**config.mk**
```make
export PLATFORM = sky130hd
export DESIGN_NAME = nand_host
export DESIGN_NICKNAME = d
export VERILOG_FILES = /design/src/design/nand_host_pkg.sv /design/src/design/nand_host.sv /design/src/design/phase_timer.sv
export SDC_FILE = /design/constraint.sdc
export NUM_CORES = 1
export LEC_CHECK = 0
export BUFFER_PORTS_ARGS = -buffer_cell sky130_fd_sc_hd__buf_2
export CORE_UTILIZATION = 45
export DETAILED_ROUTE_END_ITERATION = 16
export HOLD_SLACK_MARGIN = 0.08
export PLACE_DENSITY = 0.75
export SLEW_MARGIN = 5
export SYNTH_ARGS = -nofsm -noshare
export SYNTH_HDL_FRONTEND = slang
export SYNTH_HIERARCHICAL = 1
export SYNTH_SLANG_ARGS = --single-unit
```
**constraint.sdc**
```tcl
create_clock -name clk_sys -period 2.05 [get_ports clk_sys]
set_input_delay 0.1025 -clock clk_sys [delete_from_list [all_inputs] [get_ports clk_sys]]
set_output_delay 0.1025 -clock clk_sys [all_outputs]
set_load 0.05 [all_outputs]
```
**src/design/nand_host_pkg.sv**
```systemverilog
package nand_host_pkg;

	// Timing figures in nanoseconds and the clock period they are counted against.
	localparam int CLK_PERIOD_NS            = 10;
	localparam int SETUP_NS                 = 10;
	localparam int WE_LOW_NS                = 20;
	localparam int READ_DATA_VALID_DELAY_NS = 20;
	localparam int HOLD_NS                  = 20;

	// Least times round up to whole cycles.
	localparam int SETUP_CYC  = (SETUP_NS + CLK_PERIOD_NS - 1) / CLK_PERIOD_NS;
	localparam int WE_LOW_CYC = (WE_LOW_NS + CLK_PERIOD_NS - 1) / CLK_PERIOD_NS;
	localparam int READ_DATA_VALID_DELAY_CYC =
		(READ_DATA_VALID_DELAY_NS + CLK_PERIOD_NS - 1) / CLK_PERIOD_NS;
	// One extra cycle so the bus is sampled only after the delay has fully passed.
	localparam int RD_LOW_CYC = READ_DATA_VALID_DELAY_CYC + 1;
	localparam int HOLD_CYC   = (HOLD_NS + CLK_PERIOD_NS - 1) / CLK_PERIOD_NS;

	localparam int TIMER_W = 4;

	localparam logic [TIMER_W-1:0] SETUP_LOAD  = TIMER_W'(SETUP_CYC - 1);
	localparam logic [TIMER_W-1:0] WE_LOW_LOAD = TIMER_W'(WE_LOW_CYC - 1);
	localparam logic [TIMER_W-1:0] RD_LOW_LOAD = TIMER_W'(RD_LOW_CYC - 1);
	localparam logic [TIMER_W-1:0] HOLD_LOAD   = TIMER_W'(HOLD_CYC - 1);

	localparam logic [7:0] IO_RESET = 8'h00;

	typedef enum logic [1:0] {
		OP_CMD   = 2'h0,
		OP_ADDR  = 2'h1,
		OP_WDATA = 2'h2,
		OP_RDATA = 2'h3
	} op_kind_e;

	typedef enum logic [3:0] {
		ST_IDLE   = 4'h1,
		ST_SETUP  = 4'h2,
		ST_STROBE = 4'h4,
		ST_HOLD   = 4'h8
	} state_e;

endpackage : nand_host_pkg

```
**src/design/nand_host.sv**
```systemverilog
// Functional notes
// Command, address and data share one two-way byte bus; host drives writes, releases for reads.
// Device is sequential; host moves one byte per strobe, one transfer at a time.
// Chip select low enables the device; high deselects it.
// Device enters standby when chip select rises in a read while not busy.
// Raising chip select while busy does not stop the device's operation.
// Each read strobe fall makes the device drive the next byte after a delay.
// Each read strobe fall advances the device column counter by one.
// Device captures the bus byte at the rising edge of the write strobe.
// Command latch enable high during the write strobe marks a command byte.
// Address latch enable high during the write strobe marks an address byte.
// Write protect low stops the device from programming or erasing.
// Host keeps write protect low through power-up and power-down.
// Ready/busy is open drain; the host side supplies the pull-up.
// Ready/busy low while an internal read, program or erase runs.
// Ready/busy released high when the internal operation ends.
// Never both latch enables at once; neither set means a data byte.
`timescale 1ns/1ps
`default_nettype none

module nand_host
	import nand_host_pkg::*;
(
	input  wire logic       clk_sys,
	input  wire logic       nrst,
	input  wire logic       req_valid,
	output logic            req_ready,
	input  wire op_kind_e   req_kind,
	input  wire logic [7:0] req_byte,
	output logic            rd_valid,
	output logic [7:0]      rd_data,
	input  wire logic       chip_hold,
	input  wire logic       write_allow,
	output logic            busy,
	output logic [7:0]      shared_io_bus_out,
	input  wire logic [7:0] shared_io_bus_in,
	output logic            shared_io_bus_oe_n,
	output logic            chip_sel_n,
	output logic            read_strobe_n,
	output logic            write_strobe_n,
	output logic            cmd_latch,
	output logic            addr_latch,
	output logic            write_prot_n,
	input  wire logic       ready_busy_n
);

	state_e       state_q;
	state_e       state_d;
	op_kind_e     kind_q;
	op_kind_e     kind_d;
	logic [7:0]   io_out_q;
	logic [7:0]   io_out_d;
	logic         io_oe_n_q;
	logic         io_oe_n_d;
	logic         ce_n_q;
	logic         ce_n_d;
	logic         rd_stb_n_q;
	logic         rd_stb_n_d;
	logic         we_n_q;
	logic         we_n_d;
	logic         cle_q;
	logic         cle_d;
	logic         ale_q;
	logic         ale_d;
	logic         rd_valid_q;
	logic         rd_valid_d;
	logic [7:0]   rd_data_q;
	logic [7:0]   rd_data_d;
	logic         wp_n_q;
	logic         wp_n_d;
	logic         busy_q;
	logic         busy_d;
	logic         tmr_load;
	logic [TIMER_W-1:0] tmr_val;
	logic         tmr_expired;

	phase_timer #(
		.W (TIMER_W)
	) u_phase_timer (
		.clk_sys  (clk_sys),
		.nrst     (nrst),
		.load     (tmr_load),
		.load_val (tmr_val),
		.expired  (tmr_expired)
	);

	// One transfer at a time keeps the bus strictly time-multiplexed.
	assign req_ready = (state_q == ST_IDLE);

	always_comb begin
		state_d    = state_q;
		kind_d     = kind_q;
		io_out_d   = io_out_q;
		io_oe_n_d  = io_oe_n_q;
		rd_stb_n_d = rd_stb_n_q;
		we_n_d     = we_n_q;
		cle_d      = cle_q;
		ale_d      = ale_q;
		rd_valid_d = 1'b0;
		rd_data_d  = rd_data_q;
		tmr_load   = 1'b0;
		tmr_val    = SETUP_LOAD;
		unique case (state_q)
			ST_IDLE: begin
				if (req_valid) begin
					kind_d    = req_kind;
					io_out_d  = req_byte;
					io_oe_n_d = (req_kind == OP_RDATA);
					cle_d     = (req_kind == OP_CMD);
					ale_d     = (req_kind == OP_ADDR);
					tmr_load  = 1'b1;
					tmr_val   = SETUP_LOAD;
					state_d   = ST_SETUP;
				end
			end
			ST_SETUP: begin
				if (tmr_expired) begin
					tmr_load = 1'b1;
					if (kind_q == OP_RDATA) begin
						rd_stb_n_d = 1'b0;
						tmr_val    = RD_LOW_LOAD;
					end else begin
						we_n_d  = 1'b0;
						tmr_val = WE_LOW_LOAD;
					end
					state_d = ST_STROBE;
				end
			end
			ST_STROBE: begin
				if (tmr_expired) begin
					tmr_load = 1'b1;
					tmr_val  = HOLD_LOAD;
					if (kind_q == OP_RDATA) begin
						// Sampled after the access delay has passed.
						rd_data_d  = shared_io_bus_in;
						rd_valid_d = 1'b1;
						rd_stb_n_d = 1'b1;
					end else begin
						we_n_d = 1'b1;
					end
					state_d = ST_HOLD;
				end
			end
			ST_HOLD: begin
				// Latch enables and data stay put past the rising strobe edge.
				if (tmr_expired) begin
					cle_d     = 1'b0;
					ale_d     = 1'b0;
					io_oe_n_d = 1'b1;
					state_d   = ST_IDLE;
				end
			end
		endcase
		// Deselecting only between transfers lets the device drop to standby when idle.
		ce_n_d = !(chip_hold || req_valid || (state_d != ST_IDLE));
		wp_n_d = write_allow;
		busy_d = !ready_busy_n;
	end

	always_ff @(posedge clk_sys or negedge nrst) begin
		if (!nrst) begin
			state_q    <= ST_IDLE;
			kind_q     <= OP_CMD;
			io_out_q   <= IO_RESET;
			io_oe_n_q  <= 1'b1;
			ce_n_q     <= 1'b1;
			rd_stb_n_q <= 1'b1;
			we_n_q     <= 1'b1;
			cle_q      <= 1'b0;
			ale_q      <= 1'b0;
			rd_valid_q <= 1'b0;
			rd_data_q  <= IO_RESET;
			wp_n_q     <= 1'b0;
			busy_q     <= 1'b0;
		end else begin
			state_q    <= state_d;
			kind_q     <= kind_d;
			io_out_q   <= io_out_d;
			io_oe_n_q  <= io_oe_n_d;
			ce_n_q     <= ce_n_d;
			rd_stb_n_q <= rd_stb_n_d;
			we_n_q     <= we_n_d;
			cle_q      <= cle_d;
			ale_q      <= ale_d;
			rd_valid_q <= rd_valid_d;
			rd_data_q  <= rd_data_d;
			wp_n_q     <= wp_n_d;
			busy_q     <= busy_d;
		end
	end

	assign shared_io_bus_out  = io_out_q;
	assign shared_io_bus_oe_n = io_oe_n_q;
	assign chip_sel_n         = ce_n_q;
	assign read_strobe_n      = rd_stb_n_q;
	assign write_strobe_n     = we_n_q;
	assign cmd_latch          = cle_q;
	assign addr_latch         = ale_q;
	assign write_prot_n       = wp_n_q;
	assign rd_valid           = rd_valid_q;
	assign rd_data            = rd_data_q;
	assign busy               = busy_q;

	latch_excl_a: assert property (@(posedge clk_sys) disable iff (!nrst)
		!(cmd_latch && addr_latch))
		else $error("Both latch enables high together.");

	write_drive_a: assert property (@(posedge clk_sys) disable iff (!nrst)
		!write_strobe_n |-> (!shared_io_bus_oe_n && read_strobe_n))
		else $error("Bus not driven during a write strobe.");

	read_release_a: assert property (@(posedge clk_sys) disable iff (!nrst)
		!read_strobe_n |-> (shared_io_bus_oe_n && !cmd_latch && !addr_latch))
		else $error("Bus or latch enable active during a read strobe.");

	strobe_select_a: assert property (@(posedge clk_sys) disable iff (!nrst)
		(!write_strobe_n || !read_strobe_n) |-> !chip_sel_n)
		else $error("Strobe active while chip deselected.");

	we_width_a: assert property (@(posedge clk_sys) disable iff (!nrst)
		$fell(write_strobe_n) |-> !write_strobe_n [*2] ##1 write_strobe_n)
		else $error("Write strobe low width wrong.");

	rd_width_a: assert property (@(posedge clk_sys) disable iff (!nrst)
		$fell(read_strobe_n) |-> !read_strobe_n [*3] ##1 read_strobe_n)
		else $error("Read strobe low width wrong.");

	latch_hold_a: assert property (@(posedge clk_sys) disable iff (!nrst)
		$rose(write_strobe_n) |-> ($stable(cmd_latch) && $stable(addr_latch)
			&& $stable(shared_io_bus_out)) ##1 !shared_io_bus_oe_n)
		else $error("Latch enables or data moved at the write strobe rise.");

	rd_capture_a: assert property (@(posedge clk_sys) disable iff (!nrst)
		rd_valid |-> ($past(read_strobe_n) == 1'b0 && read_strobe_n
			&& rd_data == $past(shared_io_bus_in)))
		else $error("Read byte not captured at the strobe end.");

	wp_follow_a: assert property (@(posedge clk_sys) disable iff (!nrst)
		!write_allow |=> !write_prot_n)
		else $error("Write protect released without permission.");

	busy_track_a: assert property (@(posedge clk_sys) disable iff (!nrst)
		(!ready_busy_n |=> busy) and (ready_busy_n |=> !busy))
		else $error("Busy flag does not follow the ready/busy pin.");

endmodule : nand_host

`default_nettype wire

```
**src/design/phase_timer.sv**
```systemverilog
`timescale 1ns/1ps
`default_nettype none

module phase_timer
	import nand_host_pkg::*;
#(
	parameter int W = TIMER_W
) (
	input  wire logic         clk_sys,
	input  wire logic         nrst,
	input  wire logic         load,
	input  wire logic [W-1:0] load_val,
	output logic              expired
);

	logic [W-1:0] count_q;
	logic [W-1:0] count_d;

	always_comb begin
		if (load) begin
			count_d = load_val;
		end else if (count_q != '0) begin
			count_d = count_q - W'(1);
		end else begin
			count_d = count_q;
		end
	end

	always_ff @(posedge clk_sys or negedge nrst) begin
		if (!nrst) begin
			count_q <= '0;
		end else begin
			count_q <= count_d;
		end
	end

	assign expired = (count_q == '0);

	timer_load_a: assert property (@(posedge clk_sys) disable iff (!nrst)
		load |=> (count_q == $past(load_val)))
		else $error("Phase timer did not take its load value.");

endmodule : phase_timer

`default_nettype wire

```
==> flow_summary_export.csv <==
group,metric,value,unit
placed_design,hpwl,2260,um
drt,route.vias.total,1303,
hold_path,holdCritStartpoint,"req_valid",
floorplanning,initial_utilization,47.5,%
drt,drtAntennaViolNets,0,
drt,drt-initial-drc-count,29,
power,ir_worst_vdd,618,uV
clock_tree,h-tree-depth,2,
setup_path,path_delay_family,"simple AND/OR/NAND/NOR gates",
flow_run,max_cap_violations,0,
synthesis,async_flop_share,100,%
floorplanning,core.rowCount,21,
synthesis,synth_top_family_by_area,"multiplexers",
floorplanning,die-area,3790,um^2
synthesis,synth-edff-count,0,
clock_tree,cts_made_buffers,5,
power,swShare,31.7,%
setup_path,start_kind,"flip-flop",
setup_path,timing.rr.start,"u_phase_timer/count_q[0]$_DFFE_PN0P_",
synthesis,yosys_register_bits,35,
setup_path,cp_num_buf_inv,1,
layout,diodes,0,
global_routing,grt_usage,20.7,%
floorplanning,die_w,61.6,um
placed_design,gp_congestion,0.829,
layout,regArea,882,um^2
sta,fin_skew,0.0111,ns
clock_tree,cts_tree,"done",
clock_tree,cts_root_buffer,"clkbuf_4",
power,pwr-share-clk,29.2,%
synthesis,yosys_warnings,6,
sta,min_period,2.01,ns
setup_path,worstSetupPathType,"reg -> reg",
synthesis,synth-compound-area-share,7.99,%
setup_path,path_max_fanout,5,
sta,slew_violations,0,
setup_path,cp-end-kind,"flip-flop",
layout,final_cell_area,2280,um^2
floorplanning,io_pins,50,
synthesis,ys_seq_area_share,55.2,%
layout,drive_above_1_share,46.6,%
synthesis,avgSynthCellArea,12.9,um^2
setup_path,slowest_delay,0.40,ns
global_routing,antenna_found_initial,0,
clock_tree,clk_pin_slew,0.12,ns
drt,viasPerCell,5.17,
setup_path,cpMaxStageDelayCell,"dfrtp_1",
setup_path,cp_data_arrival_time,2.24,ns
placed_design,placed_cell_area,1910,um^2
layout,area_growth_syn_to_layout,42.9,%
synthesis,synthMuxAreaShare,16.7,%
setup_path,crit_path_start,"u_phase_timer/count_q[0]$_DFFE_PN0P_",
power,power,2.17,mW
power,p_switching,0.687,mW
layout,multiInputGateArea,711,um^2
power,power_density,949,nW/um^2
synthesis,synth_area,1600,um^2
clock_tree,cts.sinks,35,
global_routing,grt_max_degree,36,
sta,hold_viol,0,
synthesis,synth-simple-area-share,14.6,%
power,seq_power_share,40.4,%
sta,hold_ws,0.106,ns
power,p_comb_share,30.4,%
layout,final.fill_count,252,
clock_tree,clockBufferDepth,2,
sta,tightest_slew,0.762,ns
global_routing,grt_first_pass_wirelength,5580,um
floorplanning,core,3360,um^2
sta,setup-violations-final,0,
sta,fin_crit_sh,98.0,%
sta,fmax,0.498,GHz
drt,routed_wl,3640,um
layout,nNetsFinal,230,
drt,drc,0,
clock_tree,clock_latency,0.35,ns
placed_design,portBuffers,49,
synthesis,synth_cell_types,39,
synthesis,synth_fa_ha_area_share,0.783,%
drt,wl_per_cell,14.4,um
hold_path,min_path_type,"in -> reg",
global_routing,grt_pass1_vias,1219,
synthesis,synth-xor-area-share,1.10,%
drt,firstDrtPassIters,4,
power,total_leakage_power,1.21,nW
sta,slew_headroom,49.2,%
floorplanning,die_h,61.6,um
setup_path,required,2.28,ns
status,status,"finished, final reports clean",
setup_path,crit_path_cell_trace,"inv_1 -> ha_1 -> nor3b_4 -> and3b_1 -> nand2_4 -> nor2_4 -> mux2_2",
global_routing,grt_overflow,0,
synthesis,syn_inst,124,
layout,fin_util,67.9,%
power,cell_internal_pwr,1.48,mW
synthesis,synthFlopType,"dfrtp_1",
-- logic make-up (layout without fill, tap and decap cells) --
logic type	Yosys count	in the layout
flip-flops	35	35
XOR/XNOR	2	2
AND/OR/NAND/NOR	36	37
AO/OA/AOI/OAI	18	18
buffers and inverters	9	89
other	1	2
multiplexers	22	22
adder cells (fa/ha/maj)	1	1
-- cell usage in the layout (no fill, tap or decap), types with 2 or more instances in the layout --
master and instances:
dfrtp_1 30, bufinv_16 2, mux2_4 7, a22o_1 3, nand2_1 9, inv_1 4, a32o_1 2, o21ai_0 5
conb_1 2, mux2i_1 3, dfstp_2 5, nor3_1 2, nor3b_1 2, buf_4 5, dlygate4sd3_1 23, a211oi_1 2
nand3b_1 2, mux2_2 12, o21ai_1 2, clkbuf_4 5, nor2_1 6, buf_2 49
-- layer usage --
metal  global-route usage (%)  share of wire, %
met5                        0                 0
met4                     5.40              0.99
met3                     7.35               6.5
met2                     32.0                51
met1                     28.0                42
-- Yosys cell counts, types with 3 or more instances --
master | instances | area share (%)
o21ai_0 | 5 | 1.6
a22o_1 | 3 | 1.6
mux2_2 | 13 | 9.2
nor2_1 | 6 | 1.4
nor3_1 | 3 | 0.94
nand2_1 | 9 | 2.1
mux2i_1 | 3 | 1.9
inv_1 | 4 | 0.94
dfstp_2 | 5 | 8.2
dfrtp_1 | 30 | 47
mux2_4 | 6 | 5.6
-- flip-flops by register name, summed over array words and instances, names as in the netlist --
signal,flops
write_prot_n,1
write_strobe_n,1
shared_io_bus_oe_n,1
state_q,4
shared_io_bus_out,8
chip_sel_n,1
addr_latch,1
u_phase_timer/count_q,4
busy,1
cmd_latch,1
rd_data,8
rd_valid,1
read_strobe_n,1
kind_q,2
-- tightest hold or removal path, delay by kind of cell --
family                 cells  cell delay, ns
buffers and inverters      1            0.15
AND/OR/NAND/NOR            1            0.09
AO/OA/AOI/OAI              1            0.07
-- path summary, 6_finish.rpt --
check	cells after the start	to	slack (ns)
min in group asynchronous	2	u_phase_timer/count_q[2]$_DFFE_PN0P_	0.36
setup reg to reg	7	rd_data[2]$_DFFE_PN0P_	0.04
hold reg to reg	1	rd_data[6]$_DFFE_PN0P_	0.52
setup / recovery	7	rd_data[2]$_DFFE_PN0P_	0.04
hold / removal	3	state_q[1]$_DFF_PN0_	0.11
max in group asynchronous	2	rd_valid$_DFF_PN0_	1.21
-- metrics by stage --
step / setup slack (ns) / setup TNS, ns / std cells
global placement: 0.146 / 0 / 219
floorplan: -0.213 / -0.400 / 125
detailed placement: 0.0786 / 0 / 219
global route: -0.0503 / -0.417 / 252
CTS: 0.0414 / 0 / 250
finish: 0.0415 / 0 / 252
-- power groups by stage --
stage / registers [mW] / clock network, mW / logic [mW]
6_report: 0.876 / 0.633 / 0.659
5_1_grt: 0.886 / 0.670 / 0.715
4_1_cts: 0.871 / 0.637 / 0.625
3_5_place_dp: 0.884 / 0 / 0.588
3_3_place_gp: 0.877 / 0 / 0.564
2_1_floorplan: 0.908 / 0 / 0.430
-- area by class of cell --
type                    instances  area share (%)
clock buffers                   5            1.64
inverters                       4           0.658
repair buffers                 77            22.5
clock inverters                 3            2.96
well taps                      46            2.52
multi-input cells              82            31.1
flip-flops and latches         35            38.6
-- timing repair --
| item | CTS | global route |
|---|---|---|
| buffers inserted | 0 | 1 |
| setup endpoints to repair | 0 | 11 |
| resized for setup | 0 | 4 |
| hold buffers | 23 | 0 |
| hold endpoints to repair | 53 | 0 |
Power figures use the tool's default switching activity.
